[config.mk]
export PLATFORM = sky130hd
export DESIGN_NAME = regulator_control_regs
export DESIGN_NICKNAME = d
export VERILOG_FILES = /design/src/shared/regulator_control_pkg.sv /design/src/target_code_decode.sv /design/src/regulator_control_regs.sv
export SDC_FILE = /design/constraint.sdc
export NUM_CORES = 1
export LEC_CHECK = 0
export BUFFER_PORTS_ARGS = -buffer_cell sky130_fd_sc_hd__buf_2
export CAP_MARGIN = 20
export CELL_PAD_IN_SITES_DETAIL_PLACEMENT = 0
export CELL_PAD_IN_SITES_GLOBAL_PLACEMENT = 1
export CORE_UTILIZATION = 46
export DETAILED_ROUTE_END_ITERATION = 10
export MAX_ROUTING_LAYER = met4
export PLACE_DENSITY_LB_ADDON = 0.1
export SYNTH_ARGS = -nofsm -noshare
export SYNTH_HDL_FRONTEND = slang
export SYNTH_SLANG_ARGS = --single-unit
[constraint.sdc]
create_clock -name mclk -period 6 [get_ports mclk]
set_input_delay 0.9 -clock mclk [delete_from_list [all_inputs] [get_ports mclk]]
set_output_delay 0.9 -clock mclk [all_outputs]
set_load 0.02 [all_outputs]
[src/shared/regulator_control_pkg.sv]
`default_nettype none
package regulator_control_pkg;

   // register addresses on the documented register port
   localparam logic [7:0] ADDR_LINREG_D_TARGET = 8'h07;
   localparam logic [7:0] ADDR_CURRENT_LIMITS  = 8'h08;
   localparam logic [7:0] ADDR_ENABLE_MODE     = 8'h09;

   // reset values
   localparam logic [7:0] RESET_LINREG_D_TARGET = 8'h00;
   localparam logic [7:0] RESET_CURRENT_LIMITS  = 8'h55;
   localparam logic [7:0] RESET_ENABLE_MODE     = 8'h00;

   // writable bits of each register
   localparam logic [7:0] MASK_LINREG_D_TARGET = 8'h7f;
   localparam logic [7:0] MASK_CURRENT_LIMITS  = 8'h55;
   localparam logic [7:0] MASK_ENABLE_MODE     = 8'hdf;

   // field positions
   localparam int LIMIT_A_BIT   = 0;
   localparam int LIMIT_B_BIT   = 2;
   localparam int LIMIT_C_BIT   = 4;
   localparam int LIMIT_D_BIT   = 6;
   localparam int EN_A_BIT      = 0;
   localparam int EN_B_BIT      = 1;
   localparam int EN_C_BIT      = 2;
   localparam int EN_D_BIT      = 3;
   localparam int EN_DOWN_BIT   = 4;
   localparam int DOWN_PWM_BIT  = 6;
   localparam int UP_PWM_BIT    = 7;

   // target code table, millivolts
   localparam logic [6:0]  CODE_DEFAULT   = 7'h00;
   localparam logic [6:0]  CODE_BASE      = 7'h0f;
   localparam logic [6:0]  CODE_LAST      = 7'h73;
   localparam logic [15:0] MV_AT_BASE     = 16'h0320;
   localparam logic [15:0] MV_STEP        = 16'h0019;
   localparam logic [15:0] MV_DEFAULT_OUT = 16'h0000;

   localparam logic [2:0] SLOT_SOFTWARE = 3'h0;

   typedef struct packed {
      logic [2:0] down;
      logic [2:0] lin_d;
      logic [2:0] lin_c;
      logic [2:0] lin_b;
      logic [2:0] lin_a;
   } slot_select_type;

   typedef struct packed {
      logic down;
      logic lin_d;
      logic lin_c;
      logic lin_b;
      logic lin_a;
   } output_on_type;

   typedef struct packed {
      logic       wr;
      logic       rd;
      logic [7:0] addr;
      logic [7:0] wdata;
   } reg_access_type;

endpackage
`default_nettype wire

[src/target_code_decode.sv]
`timescale 1ns/1ps
`default_nettype none
module target_code_decode
   import regulator_control_pkg::*;
(
   input  wire logic [6:0]  code,
   output logic      [15:0] millivolts,
   output logic             code_valid,
   output logic             code_default
);

   always_comb
   begin
      code_default = (code == CODE_DEFAULT);
      code_valid   = (code >= CODE_BASE) && (code <= CODE_LAST);
      if (code_valid)
      begin
         millivolts = 16'(MV_AT_BASE + MV_STEP * 16'(code - CODE_BASE));
      end
      else
      begin
         millivolts = MV_DEFAULT_OUT;
      end
   end

endmodule
`default_nettype wire

[src/regulator_control_regs.sv]
`timescale 1ns/1ps
`default_nettype none
module regulator_control_regs
   import regulator_control_pkg::*;
(
   input  wire logic            mclk,
   input  wire logic            sys_rst,
   input  wire logic            clk_en,
   input  wire reg_access_type  access,
   input  wire slot_select_type slot_select,
   input  wire output_on_type   seq_on,
   output logic      [7:0]      rdata,
   output logic                 rdata_valid,
   output var output_on_type    output_on,
   output logic                 step_up_pwm_force,
   output logic                 step_down_pwm_force,
   output logic      [3:0]      limit_high,
   output logic      [6:0]      linreg_d_target_code,
   output logic      [15:0]     linreg_d_millivolts,
   output logic                 linreg_d_code_valid
);

   logic [7:0]    target_reg;
   logic [7:0]    limit_reg;
   logic [7:0]    enable_reg;
   logic [7:0]    next_target_reg;
   logic [7:0]    next_limit_reg;
   logic [7:0]    next_enable_reg;
   logic [7:0]    next_rdata;
   logic          next_rdata_valid;
   output_on_type next_output_on;
   logic [15:0]   decoded_mv;
   logic          decoded_valid;

   function automatic logic [7:0] masked_write(input logic [7:0] old_value,
                                               input logic [7:0] new_value,
                                               input logic [7:0] mask);
      masked_write = (new_value & mask) | (old_value & ~mask);
   endfunction

   function automatic logic pick_on(input logic [2:0] slot, input logic sw_bit,
                                    input logic seq_bit);
      pick_on = (slot == SLOT_SOFTWARE) ? sw_bit : seq_bit;
   endfunction

   target_code_decode u_decode
   (
      .code         (target_reg[6:0]),
      .millivolts   (decoded_mv),
      .code_valid   (decoded_valid),
      .code_default ()
   );

   always_comb
   begin
      next_target_reg  = target_reg;
      next_limit_reg   = limit_reg;
      next_enable_reg  = enable_reg;
      next_rdata       = rdata;
      next_rdata_valid = 1'b0;
      if (access.wr)
      begin
         case (access.addr)
            ADDR_LINREG_D_TARGET:
               next_target_reg = masked_write(target_reg, access.wdata, MASK_LINREG_D_TARGET);
            ADDR_CURRENT_LIMITS:
               next_limit_reg = masked_write(limit_reg, access.wdata, MASK_CURRENT_LIMITS);
            ADDR_ENABLE_MODE:
               next_enable_reg = masked_write(enable_reg, access.wdata, MASK_ENABLE_MODE);
            default:
               next_target_reg = target_reg;
         endcase
      end
      if (access.rd)
      begin
         next_rdata_valid = 1'b1;
         case (access.addr)
            ADDR_LINREG_D_TARGET: next_rdata = target_reg & MASK_LINREG_D_TARGET;
            ADDR_CURRENT_LIMITS:  next_rdata = limit_reg & MASK_CURRENT_LIMITS;
            ADDR_ENABLE_MODE:     next_rdata = enable_reg & MASK_ENABLE_MODE;
            default:              next_rdata = 8'h00;
         endcase
      end
   end

   always_comb
   begin
      next_output_on.down  = pick_on(slot_select.down, enable_reg[EN_DOWN_BIT], seq_on.down);
      next_output_on.lin_d = pick_on(slot_select.lin_d, enable_reg[EN_D_BIT], seq_on.lin_d);
      next_output_on.lin_c = pick_on(slot_select.lin_c, enable_reg[EN_C_BIT], seq_on.lin_c);
      next_output_on.lin_b = pick_on(slot_select.lin_b, enable_reg[EN_B_BIT], seq_on.lin_b);
      next_output_on.lin_a = pick_on(slot_select.lin_a, enable_reg[EN_A_BIT], seq_on.lin_a);
   end

   always_ff @(posedge mclk or posedge sys_rst)
   begin
      if (sys_rst)
      begin
         target_reg  <= RESET_LINREG_D_TARGET;
         limit_reg   <= RESET_CURRENT_LIMITS;
         enable_reg  <= RESET_ENABLE_MODE;
         rdata       <= 8'h00;
         rdata_valid <= 1'b0;
      end
      else if (clk_en)
      begin
         target_reg  <= next_target_reg;
         limit_reg   <= next_limit_reg;
         enable_reg  <= next_enable_reg;
         rdata       <= next_rdata;
         rdata_valid <= next_rdata_valid;
      end
   end

   always_ff @(posedge mclk or posedge sys_rst)
   begin
      if (sys_rst)
      begin
         output_on           <= '0;
         step_up_pwm_force   <= 1'b0;
         step_down_pwm_force <= 1'b0;
         limit_high          <= 4'h0;
         linreg_d_target_code <= 7'h00;
         linreg_d_millivolts <= 16'h0000;
         linreg_d_code_valid <= 1'b0;
      end
      else if (clk_en)
      begin
         output_on           <= next_output_on;
         step_up_pwm_force   <= enable_reg[UP_PWM_BIT];
         step_down_pwm_force <= enable_reg[DOWN_PWM_BIT];
         limit_high          <= {limit_reg[LIMIT_D_BIT], limit_reg[LIMIT_C_BIT],
                                 limit_reg[LIMIT_B_BIT], limit_reg[LIMIT_A_BIT]};
         linreg_d_target_code <= target_reg[6:0];
         linreg_d_millivolts <= decoded_mv;
         linreg_d_code_valid <= decoded_valid;
      end
   end

   a_down_sw_enable: assert property (@(posedge mclk) disable iff (sys_rst)
      clk_en && slot_select.down == SLOT_SOFTWARE
      |=> output_on.down == $past(enable_reg[EN_DOWN_BIT]))
      else $error("step-down enable does not follow software bit");

   a_lin_d_slot: assert property (@(posedge mclk) disable iff (sys_rst)
      clk_en && slot_select.lin_d != SLOT_SOFTWARE
      |=> output_on.lin_d == $past(seq_on.lin_d))
      else $error("regulator d not handed to sequencer");

   a_lin_c_enable: assert property (@(posedge mclk) disable iff (sys_rst)
      clk_en && slot_select.lin_c == SLOT_SOFTWARE
      |=> output_on.lin_c == $past(enable_reg[EN_C_BIT]))
      else $error("regulator c enable wrong");

   a_lin_b_enable: assert property (@(posedge mclk) disable iff (sys_rst)
      clk_en && slot_select.lin_b == SLOT_SOFTWARE
      |=> output_on.lin_b == $past(enable_reg[EN_B_BIT]))
      else $error("regulator b enable wrong");

   a_lin_a_enable: assert property (@(posedge mclk) disable iff (sys_rst)
      clk_en && slot_select.lin_a == SLOT_SOFTWARE
      |=> output_on.lin_a == $past(enable_reg[EN_A_BIT]))
      else $error("regulator a enable wrong");

   a_unused_zero: assert property (@(posedge mclk) disable iff (sys_rst)
      ((target_reg & ~MASK_LINREG_D_TARGET) == 8'h00)
      && ((limit_reg & ~MASK_CURRENT_LIMITS) == 8'h00)
      && ((enable_reg & ~MASK_ENABLE_MODE) == 8'h00))
      else $error("unused register bit is set");

   a_top_code_mv: assert property (@(posedge mclk) disable iff (sys_rst)
      clk_en && target_reg[6:0] == CODE_LAST |=> linreg_d_millivolts == 16'h0ce4)
      else $error("top code does not give 3.3 V");

   // write of bit 7 reaches pin
   a_up_pwm_write: assert property (@(posedge mclk) disable iff (sys_rst)
      clk_en && access.wr && access.addr == ADDR_ENABLE_MODE ##1 clk_en
      |=> step_up_pwm_force == $past(access.wdata[UP_PWM_BIT], 2))
      else $error("step-up pwm force does not follow write");

   a_down_pwm: assert property (@(posedge mclk) disable iff (sys_rst)
      clk_en |=> step_down_pwm_force == $past(enable_reg[DOWN_PWM_BIT]))
      else $error("step-down pwm force wrong");

endmodule
`default_nettype wire

Word-level counts from Yosys, hierarchy flattened
Cells that the tools add are included.
W data, S select, Z words.
- bits in registers: 68
- input bits: 41
- word-level logic and storage cells: 45
- output and inout bits: 44
- order comparisons: 2
- bitwise gates (word level): 3
- mux-type cells: 8
- reductions and logical operators: 10
- add/sub/neg operators: 2
- multipliers: 1
- equal/unequal tests: 3
- operators by type and width (kind ; number):
    $pmux W8 S3 ; 1
    $add A10 B16 Y16 const A ; 1
    $eq A8 B4 Y1 const B ; 2
    $mul A5 B16 Y16 const A ; 1
    $mux W16 ; 1
    $or A7 B8 Y8 ; 2
    $logic_not A3 Y1 ; 5
    $reduce_and A3 Y1 ; 3
    $eq A8 B3 Y1 const B ; 1
    $or A8 B6 Y8 ; 1
    $sub A7 B4 Y8 const B ; 1
    $ge A7 B4 Y1 const B ; 1
    $le A7 B7 Y1 const B ; 1
    $mux W1 ; 6
    $reduce_and A2 Y1 ; 1
    $logic_and A1 B1 Y1 ; 1

Depth between registers and ports, before layout
Gate-level depths: netlist (run 1).
- depth in word-level cells: 4
- gate-level depth with buffers: 14
- mapped depth without buffers: 14

Cells and area by module
Synthesis (run 1) repeated with hierarchy kept, for this count alone.
- cells, all modules: 306
- area, all modules: 3656.0 um^2
- modules (own cells, without submodules) (module ; seq. area each (um^2) ; cells an instance ; times used ; area an instance (um^2)):
    regulator_control_regs ; 1556.5 ; 174 ; 1 ; 2548.7
    target_code_decode ; 0.0 ; 132 ; 1 ; 1107.3

Worst setup path after synthesis (run 1)
Ideal clock, no wire load.
- path kind: flip-flop to flip-flop
- start point: reg target_reg[1]
- end point: reg linreg_d_millivolts[14]
- data arrival time: 3579 ps
- path slack: 2344 ps
- cell stages (with the launch flop): 14
- data required time: 5922 ps
- clock period less this slack: 3656 ps
- path buffers: 0
- setup time: 78 ps
- cells stage by stage: dfrtp_1 ha_1 a311oi_1 xor2_1 inv_1 ha_1 fa_1 inv_1 ha_1 ha_1 or2_2 a21o_1 a2111o_1 o2bb2ai_1
- word-level cells in the longest chain between the ends: 4
- elaborated cells on any way between the ends: 7
- classes of those cells: 2 x add/sub; 1 x mul; 2 x order compare; 1 x mux; 1 x reduce/logical
- ends and longest elaborated chain (what ; RTL line ; source):
    start: declaration ; regulator_control_regs.sv:23 ; logic [7:0] target_reg;
    start signal: assignment ; regulator_control_regs.sv:107 ; target_reg <= next_target_reg;
    $sub A7 B4 Y8 ; target_code_decode.sv:18 ; millivolts = 16'(MV_AT_BASE + MV_STEP * 16'(code - CODE_BASE));
    $mul A5 B16 Y16 ; target_code_decode.sv:18 ;
    $add A10 B16 Y16 ; target_code_decode.sv:18 ;
    $mux W16 (*) ; target_code_decode.sv:16 ; if (code_valid)
    end signal: assignment ; regulator_control_regs.sv:135 ; linreg_d_millivolts <= decoded_mv;
    end: declaration ; regulator_control_regs.sv:19 ; output logic [15:0] linreg_d_millivolts,
Mark *: on every way between the ends. The rest lies on a longest branch, timed or not.
A chain may end at the register's enable or synchronous reset.

Worst setup path after layout (run 1)
- start point: reg target_reg[0]
- end point: reg linreg_d_millivolts[14]
The elaborated chain is that of the path after synthesis.

==> results of run 1 <==
==> area by class of cell <==
type | instances | share of cell area
tap | 99 | 0.02932
clock inverter | 7 | 0.01540
clock buffer | 9 | 0.02932
sequential | 62 | 0.3684
multi-input combinational | 201 | 0.4314
timing repair buffer | 85 | 0.1013
inverter | 28 | 0.02487
==> metrics by stage <==
stage | hold slack [ns] | instance area (um^2) | power [mW] | util | cells
5_1_grt | 0.5004 | 4225 | 1.132 | 0.5703 | 491
2_1_floorplan | 0.4981 | 3595 | 0.6505 | - | 306
3_3_place_gp | 0.4598 | 4036 | 0.7250 | 0.5448 | 475
6_report | 0.4804 | 4225 | 1.067 | 0.5703 | 491
3_5_place_dp | 0.4712 | 4036 | 0.7264 | 0.5448 | 475
4_1_cts | 0.4870 | 4225 | 1.084 | 0.5703 | 491
==> worst reg2reg max path: cells and delay by family (launching register included) <==
family                   cells  cell delay (ns)
XOR/XNOR                     1             0.33
flip-flops                   1             0.52
adder cells (fa/ha/maj)      5             1.72
buffers and inverters        2             0.12
AO/OA/AOI/OAI                5             1.23
==> layout by cell type, fill, tap and decap left out, types with 5 or more instances in the layout <==
master / n
a21oi_1: 15
mux2i_1: 5
o2bb2ai_1: 9
buf_2: 84
inv_1: 26
mux2_2: 13
a22oi_1: 6
nor3_1: 5
dfrtp_1: 58
nand2_1: 13
o21ai_0: 9
ha_1: 29
mux2_4: 14
xnor2_1: 9
clkbuf_8: 9
xor2_1: 5
nor2_1: 9
==> metal layers <==
metal | vias to the layer above | global-route usage | part of all wire
li1 | 1262 | - | -
met3 | 10 | 0.03956 | 0.030
met5 | - | - | 0
met4 | 0 | 0.07258 | 0.015
met1 | 1272 | 0.2573 | 0.45
met2 | 55 | 0.3448 | 0.50
==> power breakdown <==
| group | internal (mW) | switching, mW |
|---|---|---|
| combinational | 0.111 | 0.149 |
| clock | 0.188 | 0.163 |
| sequential | 0.440 | 0.0149 |
==> cells by family (layout without fill, tap and decap cells) <==
logic type / after synthesis / in the layout
AOI/OAI and AO/OA: 68 / 68
and+or+nand+nor: 50 / 50
xor gates and xnor gates: 14 / 14
adders and majority gates: 33 / 33
muxes: 36 / 36
buffers and inverters: 43 / 129
DFF: 62 / 62
==> worst max path at each step <==
stage / from / to / slack, ns / cells after the start
after floorplan: target_reg[1] / linreg_d_millivolts[14] / 2.34 / 13
after global routing: target_reg[0] / linreg_d_millivolts[14] / 1.67 / 14
after CTS: target_reg[2] / linreg_d_millivolts[14] / 1.95 / 13
final: target_reg[0] / linreg_d_millivolts[14] / 2.00 / 13
after global placement: target_reg[2] / linreg_d_millivolts[14] / 2.06 / 13
after detailed placement: target_reg[0] / linreg_d_millivolts[14] / 1.98 / 13
==> flow_metrics.py, run 1 <==
metrics = {
    "outcome": {
        "run_status": "complete, no violations",
    },
    "floorplan": {
        "fp.dieArea_um2": 8172,
        "core_area_um2": 7408,
        "die_x_um": 90.40,
        "io_pins": 85,
        "std_cell_rows": 31,
        "start_util": 0.4852,
        "die_h_um": 90.40,
    },
    "critical_path": {
        "worst_r2r_startpoint": "target_reg[0]",
        "cp_slowest_stage_delay_ns": 0.52,
        "crit_fanout": 12,
        "criticalPathCategory": "reg2reg",
        "r2r-end": "linreg_d_millivolts[14]",
        "crit_arrival_ns": 4.26,
        "cpMaxStageDelayCell": "dfrtp_1",
        "path_delay_family": "adder cells",
        "crit_path_end_kind": "flop",
        "cp.required_ns": 6.26,
        "worstRegToRegCells": 13,
        "crit_top_cell": "ha_1",
        "timing.critical_path.buf_inv": 2,
        "crit_path_cell_trace": "ha_1 -> a311oi_1 -> xor2_1 -> inv_1 -> ha_1 -> fa_1 -> inv_1 -> ha_1 -> ha_1 -> a21oi_1 -> o211ai_1 -> a2111o_1 -> o2bb2ai_1",
        "worstSetupStartpointType": "flop",
        "r2r_setup_slack_ns": 2.00,
    },
    "yosys": {
        "synthTopCellsByArea": "dfrtp_1, ha_1, mux2_4",
        "yosys_warnings": 0,
        "synth_top_family_by_area": "compound AO/OA/AOI/OAI gates",
        "synthArstFlopShare": 1.000,
        "synthAdderAreaFrac": 0.1232,
        "synth.largest_area_cell": "dfrtp_1",
        "proportion_of_synthesized_chip_area_in_sequential_cells": 0.4330,
        "syn-cell-area_um2": 3595,
        "synth-simple-area-share": 0.08841,
        "synth_top_area_frac": 0.4038,
        "dominant_cell_by_count_in_the_synthesized_netlist": "dfrtp_1",
        "yosys-mux-area-fraction": 0.1257,
        "synth_cells": 306,
        "synth_compound_area_frac": 0.1357,
        "synth_xor_xnor_area_share": 0.03411,
        "syn_nets": 380,
        "ys_types": 59,
        "ys_top_cells_by_count": "dfrtp_1, ha_1, inv_1, a21oi_1, mux2_4",
        "synth-main-ff-cell": "dfrtp_1",
        "edff_count_synth": 0,
        "syn-mean-instance-area_um2": 11.75,
        "ys_ff_latch": 62,
    },
    "routing": {
        "wl_per_cell_um": 15.32,
        "finalWirelength_mm": 7.522,
        "detailroute.via_count": 2599,
        "postRouteAntennaNets": 0,
        "first_iter_violations": 79,
        "mean_number_of_vias_per_cell": 5.293,
        "drt_first_pass_iters": 4,
        "drc": 0,
    },
    "clocking": {
        "cts_tree": "yes",
        "insertion_delay_ns": 0.33,
        "cts_buffer_depth": 2,
        "clock-sinks": 62,
        "clk_pin_slew_worst_paths_ns": 0.07,
        "postCtsSetupBuffers": 0,
        "library_cell_used_as_clock_root_buffer": "clkbuf_8",
        "ctsHtreeMaxLevel": 3,
        "inserted_clock_buffers": 9,
        "ctsHoldBuffers": 0,
        "ctsResizeCount": 0,
    },
    "placement": {
        "globalplace.congestion": 0.8236,
        "dp_worst_setup_slack_ns": 1.983,
        "port-buffer-count": 84,
        "dp_hpwl_mm": 5.591,
    },
    "worst_hold_path": {
        "timing.hold.worst.class": "reg2reg",
        "worstHoldStart": "linreg_d_millivolts[8]",
        "hold-path-endpoint": "linreg_d_millivolts[8]",
        "hold_path_depth": 1,
    },
    "global_route": {
        "globalRouteTotalUtil": 0.2089,
        "first_pass_grt_wire_length_mm": 12.99,
        "grt_pass1_vias": 2612,
        "gr-total-overflow": 0,
        "pin_count_of_the_biggest_net_entering_global_routing": 63,
        "antenna_found_initial": 0,
    },
    "timing": {
        "finalSetupViolCount": 0,
        "worst_clock_skew_ns": 0.006832,
        "tightest_slew_ns": 0.8157,
        "relSlewSlack": 0.4562,
        "totalNegativeSetupSlack_ns": 0,
        "final-max-slew-violation-count": 0,
        "final.min_clock_period_ns": 3.998,
        "grt_setup_unrepaired": "no",
        "finalHoldViolations": 0,
        "fmax_mhz": 250.1,
        "timing.final.ws_setup_ns": 2.002,
        "final_min_period_over_clock_period": 0.6663,
    },
    "final_layout": {
        "regArea_um2": 1556,
        "number_of_flip_flops_under_the_largest_register_name": 16,
        "fillerInstances": 675,
        "multi_input_area_um2": 1823,
        "area_growth_from_synthesis_to_layout_pct": 17.54,
        "n_antenna_cell": 0,
        "largest-register": "linreg_d_millivolts",
        "post_route_cells_drive_above_1_share": 0.3673,
        "finish.net_count": 461,
        "reg.largest.list": "linreg_d_millivolts x16, rdata x8",
    },
    "job": {
        "cap_violations": 0,
    },
    "power_and_ir_drop": {
        "cellPowerDensity_nw_per_um2": 252.5,
        "p_leak_nw": 2.182,
        "peakVddDrop_mv": 0.1189,
    },
}
Power figures use the tool's default switching activity.
==> run 2, diff against run 1 <==
CORE_UTILIZATION = 42   (was 46)
clock period = 4.02 ns   (was 6 ns; I/O delays follow)
==> flow_metrics.py, run 2 (same netlist as run 1, synthesis figures left out) <==
metrics = {
    "outcome": {
        "run_status": "complete, no violations",
    },
    "floorplan": {
        "start_util": 0.4353,
        "io_pins": 85,
        "core_area_um2": 8258,
        "die_x_um": 94.52,
        "die_h_um": 94.52,
        "std_cell_rows": 33,
        "fp.dieArea_um2": 8933,
    },
    "job": {
        "cap_violations": 0,
    },
    "placement": {
        "dp_hpwl_mm": 5.993,
        "total_cell_area_at_the_placement_stage_um2": 4109,
        "dp_worst_setup_slack_ns": 0.2010,
        "globalplace.congestion": 0.7700,
        "port-buffer-count": 84,
    },
    "timing": {
        "grt_setup_unrepaired": "no",
        "fmax_mhz": 264.9,
        "finalHoldViolations": 0,
        "final_min_period_over_clock_period": 0.9391,
        "totalNegativeSetupSlack_ns": 0,
        "final.min_clock_period_ns": 3.775,
        "worst_clock_skew_ns": 0.01150,
        "relSlewSlack": 0.6048,
        "finalSetupViolCount": 0,
        "timing.final.ws_setup_ns": 0.2448,
        "final-max-slew-violation-count": 0,
        "tightest_slew_ns": 0.5920,
    },
    "critical_path": {
        "criticalPathCategory": "reg2reg",
        "r2r-end": "linreg_d_millivolts[14]",
        "path_delay_family": "adder cells",
        "cpMaxStageDelayCell": "fa_1",
        "worst_r2r_startpoint": "target_reg[0]",
        "timing.critical_path.buf_inv": 2,
        "crit_top_cell": "ha_1",
        "cp.required_ns": 4.28,
        "r2r_setup_slack_ns": 0.24,
        "crit_arrival_ns": 4.04,
        "worstSetupStartpointType": "flop",
        "crit_fanout": 7,
        "crit_path_cell_trace": "ha_1 -> a311oi_1 -> xor2_1 -> inv_1 -> ha_1 -> fa_1 -> inv_1 -> ha_1 -> ha_1 -> a21oi_1 -> o211ai_1 -> a2111o_1 -> o2bb2ai_1",
        "worstRegToRegCells": 13,
        "crit_path_end_kind": "flop",
        "cp_slowest_stage_delay_ns": 0.50,
    },
    "clocking": {
        "library_cell_used_as_clock_root_buffer": "clkbuf_8",
        "inserted_clock_buffers": 9,
        "clk_pin_slew_worst_paths_ns": 0.07,
        "cts_tree": "yes",
        "postCtsSetupBuffers": 0,
        "ctsHtreeMaxLevel": 3,
        "cts_buffer_depth": 2,
        "ctsHoldBuffers": 0,
        "ctsResizeCount": 0,
        "insertion_delay_ns": 0.34,
        "clock-sinks": 62,
    },
    "global_route": {
        "gr-total-overflow": 0,
        "antenna_found_initial": 0,
        "globalRouteTotalUtil": 0.2002,
        "pin_count_of_the_biggest_net_entering_global_routing": 27,
        "first_pass_grt_wire_length_mm": 13.06,
        "grt_pass1_vias": 2694,
    },
    "power_and_ir_drop": {
        "cellPowerDensity_nw_per_um2": 386.0,
        "peakVddDrop_mv": 0.1852,
        "p_leak_nw": 2.230,
    },
    "routing": {
        "detailroute.via_count": 2634,
        "wl_per_cell_um": 15.67,
        "first_iter_violations": 84,
        "finalWirelength_mm": 7.896,
        "drc": 0,
        "postRouteAntennaNets": 0,
        "drt_first_pass_iters": 6,
        "mean_number_of_vias_per_cell": 5.226,
    },
    "final_layout": {
        "area_growth_from_synthesis_to_layout_pct": 20.29,
        "final_common_cell": "buf_2",
        "post_route_cells_drive_above_1_share": 0.3784,
        "n_antenna_cell": 0,
        "finalInstanceArea_um2": 4324,
        "fillerInstances": 767,
        "reg.largest.list": "linreg_d_millivolts x16, rdata x8",
        "largest-register": "linreg_d_millivolts",
        "layout.cells.most_common_list": "buf_2, dfrtp_1, ha_1",
        "number_of_flip_flops_under_the_largest_register_name": 16,
        "postLayoutCoreUtil": 0.5236,
        "finish.net_count": 468,
    },
    "worst_hold_path": {
        "timing.hold.worst.class": "in2async",
    },
}
## run 2: worst reg2reg max path: cells and delay by family, from the launching register on
kind	cells	cell delay, ns
buf+inv	2	0.10
flops	1	0.46
xor+xnor	1	0.21
compound gates	5	1.25
fa+ha+maj	5	1.67
## run 2: final cells by class
| type | instances | area, um^2 | area share |
|---|---|---|---|
| Sequential cell | 62 | 1558 | 0.3602 |
| Tap cell | 105 | 131.4 | 0.03038 |
| Clock inverter | 6 | 86.33 | 0.01997 |
| Multi-Input combinational cell | 201 | 1823 | 0.4216 |
| Clock buffer | 10 | 127.6 | 0.02951 |
| Timing Repair Buffer | 92 | 493.0 | 0.1140 |
| Inverter | 28 | 105.1 | 0.02431 |
## run 2: worst max path at each step
stage,cells past startpoint,from,end
finish,13,target_reg[0],linreg_d_millivolts[14]
global route,13,target_reg[0],linreg_d_millivolts[14]
CTS,13,target_reg[1],linreg_d_millivolts[14]
detailed placement,13,target_reg[1],linreg_d_millivolts[14]
global placement,13,target_reg[1],linreg_d_millivolts[14]
floorplan,13,target_reg[1],linreg_d_millivolts[14]
## run 2: power by group
group,switching (mW),internal (mW),total (mW)
Clock,0.249,0.348,0.597
Sequential,0.0205,0.657,0.677
Combinational,0.225,0.170,0.395
Total,0.495,1.17,1.67
## run 2: per-stage QoR
stage | total power, mW | cells | hold slack, ns
global route | 1.774 | 504 | 0.3696
finish | 1.669 | 504 | 0.3187
CTS | 1.696 | 504 | 0.3274
global placement | 1.085 | 487 | 0.4628
detailed placement | 1.088 | 488 | 0.4676
floorplan | 0.9709 | 306 | 0.4981
## run 2: metal layers
metal / vias up / GRT usage / wire (um)
met5: - / - / 0
met2: 58 / 0.3364 / 3992
met4: 0 / 0.06439 / 115
met3: 10 / 0.04026 / 272
met1: 1299 / 0.2412 / 3515
li1: 1267 / - / -
==> run 3, diff against run 2 <==
PLACE_DENSITY_LB_ADDON = 0.08   (was 0.1)
==> flow_metrics.py, run 3 (same netlist as run 1, synthesis figures left out) <==
metrics = {
    "clocking": {
        "library_cell_used_as_clock_root_buffer": "clkbuf_8",
        "ctsResizeCount": 0,
        "cts_buffer_depth": 2,
        "postCtsSetupBuffers": 0,
        "ctsHtreeMaxLevel": 3,
        "insertion_delay_ns": 0.34,
        "ctsHoldBuffers": 0,
        "clock-sinks": 62,
        "clk_pin_slew_worst_paths_ns": 0.08,
        "inserted_clock_buffers": 9,
        "cts_tree": "yes",
    },
    "power_and_ir_drop": {
        "p_leak_nw": 2.229,
        "cellPowerDensity_nw_per_um2": 405.6,
        "peakVddDrop_mv": 0.1590,
    },
    "critical_path": {
        "crit_arrival_ns": 4.05,
        "critical_path.startpoint": "target_reg[1]",
        "crit_path_cell_trace": "ha_1 -> a311oi_1 -> xor2_1 -> inv_1 -> ha_1 -> fa_1 -> inv_1 -> ha_1 -> ha_1 -> a21oi_1 -> o211ai_1 -> a2111o_1 -> o2bb2ai_1",
        "worst_r2r_startpoint": "target_reg[1]",
        "r2r-end": "linreg_d_millivolts[14]",
        "r2r_setup_slack_ns": 0.24,
        "path_delay_family": "adder cells",
        "criticalPathCategory": "reg2reg",
        "cpMaxStageDelayCell": "fa_1",
        "cp.required_ns": 4.28,
        "crit_fanout": 9,
        "worstRegToRegCells": 13,
        "timing.critical_path.buf_inv": 2,
        "cp_slowest_stage_delay_ns": 0.50,
        "crit_top_cell": "ha_1",
        "worstSetupStartpointType": "flop",
        "crit_path_end_kind": "flop",
    },
    "global_route": {
        "grt_pass1_vias": 2597,
        "met1_usage": 0.2555,
        "groute.layer.met3.usage": 0.04589,
        "globalRouteTotalUtil": 0.2047,
        "grt_use_met2": 0.3345,
        "global_route.peak_usage_layer": "met2",
        "pin_count_of_the_biggest_net_entering_global_routing": 39,
        "antenna_found_initial": 0,
        "gr-total-overflow": 0,
        "first_pass_grt_wire_length_mm": 13.25,
    },
    "timing": {
        "relSlewSlack": 0.4637,
        "finalSetupViolCount": 0,
        "final-max-slew-violation-count": 0,
        "worst_clock_skew_ns": 0.01227,
        "grt_setup_unrepaired": "no",
        "tightest_slew_ns": 0.8033,
        "finalHoldViolations": 0,
        "totalNegativeSetupSlack_ns": 0,
        "final.min_clock_period_ns": 3.784,
        "hold_slack_ns": 0.4118,
        "fmax_mhz": 264.3,
        "final_min_period_over_clock_period": 0.9413,
    },
    "final_layout": {
        "post_route_cells_drive_above_1_share": 0.3819,
        "final_cells": 503,
        "largest-register": "linreg_d_millivolts",
        "final_common_cell": "buf_2",
        "number_of_flip_flops_under_the_largest_register_name": 16,
        "reg.largest.list": "linreg_d_millivolts x16, rdata x8",
        "layout.cells.most_common_list": "buf_2, dfrtp_1, ha_1",
        "area_growth_from_synthesis_to_layout_pct": 20.68,
        "fillerInstances": 765,
        "finish.net_count": 467,
        "n_antenna_cell": 0,
    },
    "placement": {
        "globalplace.congestion": 0.7519,
        "dp_hpwl_mm": 6.017,
        "port-buffer-count": 84,
        "dp_cells": 487,
    },
    "routing": {
        "mean_number_of_vias_per_cell": 5.193,
        "drt_first_pass_iters": 4,
        "finalWirelength_mm": 7.986,
        "first_iter_violations": 58,
        "postRouteAntennaNets": 0,
        "wl_per_cell_um": 15.88,
        "detailroute.via_count": 2612,
        "drc": 0,
    },
    "outcome": {
        "run_status": "complete, no violations",
    },
    "floorplan": {
        "die_h_um": 94.52,
        "die_x_um": 94.52,
        "std_cell_rows": 33,
        "fp.dieArea_um2": 8933,
        "start_util": 0.4353,
        "core_area_um2": 8258,
        "io_pins": 85,
    },
    "worst_hold_path": {
        "timing.hold.worst.class": "in2async",
    },
    "job": {
        "cap_violations": 0,
    },
}
## run 3: report_power, final
group	total [mW]	switching, mW	internal [mW]
Combinational	0.395	0.227	0.168
Sequential	0.678	0.0213	0.656
Clock	0.687	0.273	0.414
## run 3: worst max-delay path by stage
| stage | to | slack [ns] | depth (start not counted) |
|---|---|---|---|
| 3_3_place_gp | linreg_d_millivolts[14] | 0.25 | 14 |
| 5_1_grt | linreg_d_millivolts[14] | 0.01 | 13 |
| 3_5_place_dp | linreg_d_millivolts[14] | 0.21 | 13 |
| 6_report | linreg_d_millivolts[14] | 0.24 | 13 |
| 2_1_floorplan | linreg_d_millivolts[14] | 0.36 | 13 |
| 4_1_cts | linreg_d_millivolts[14] | 0.17 | 13 |
## run 3: metrics by stage
step / setup slack [ns] / instance area (um^2) / utilization / total power, mW
3_3_place_gp: 0.2526 / 4089 / 0.4952 / 1.088
2_1_floorplan: 0.3636 / 3595 / - / 0.9709
3_5_place_dp: 0.2076 / 4089 / 0.4952 / 1.091
4_1_cts: 0.1747 / 4335 / 0.5250 / 1.780
6_report: 0.2361 / 4338 / 0.5253 / 1.759
5_1_grt: 0.01349 / 4338 / 0.5253 / 1.859
## run 3: layout make-up
type	count	area (um^2)	area share
Clock buffer	9	123.9	0.02855
Clock inverter	7	122.6	0.02827
Inverter	28	105.1	0.02423
Multi-Input combinational cell	201	1823	0.4202
Sequential cell	62	1559	0.3594
Tap cell	105	131.4	0.03029
Timing Repair Buffer	91	473.0	0.1090
## run 3: per-layer routing
metal / vias up / wire [um]
met3: 7 / 244
li1: 1282 / -
met5: - / 0
met2: 53 / 3991
met1: 1270 / 3708
met4: 0 / 42
## run 3: worst register-to-register path: stages, from the launching register on
cell       delay, ns
dfrtp_2         0.47
ha_1            0.21
a311oi_1        0.32
xor2_1          0.22
inv_1           0.06
ha_1            0.30
fa_1            0.50
inv_1           0.04
ha_1            0.29
ha_1            0.34
a21oi_1         0.19
o211ai_1        0.15
a2111o_1        0.45
o2bb2ai_1       0.15
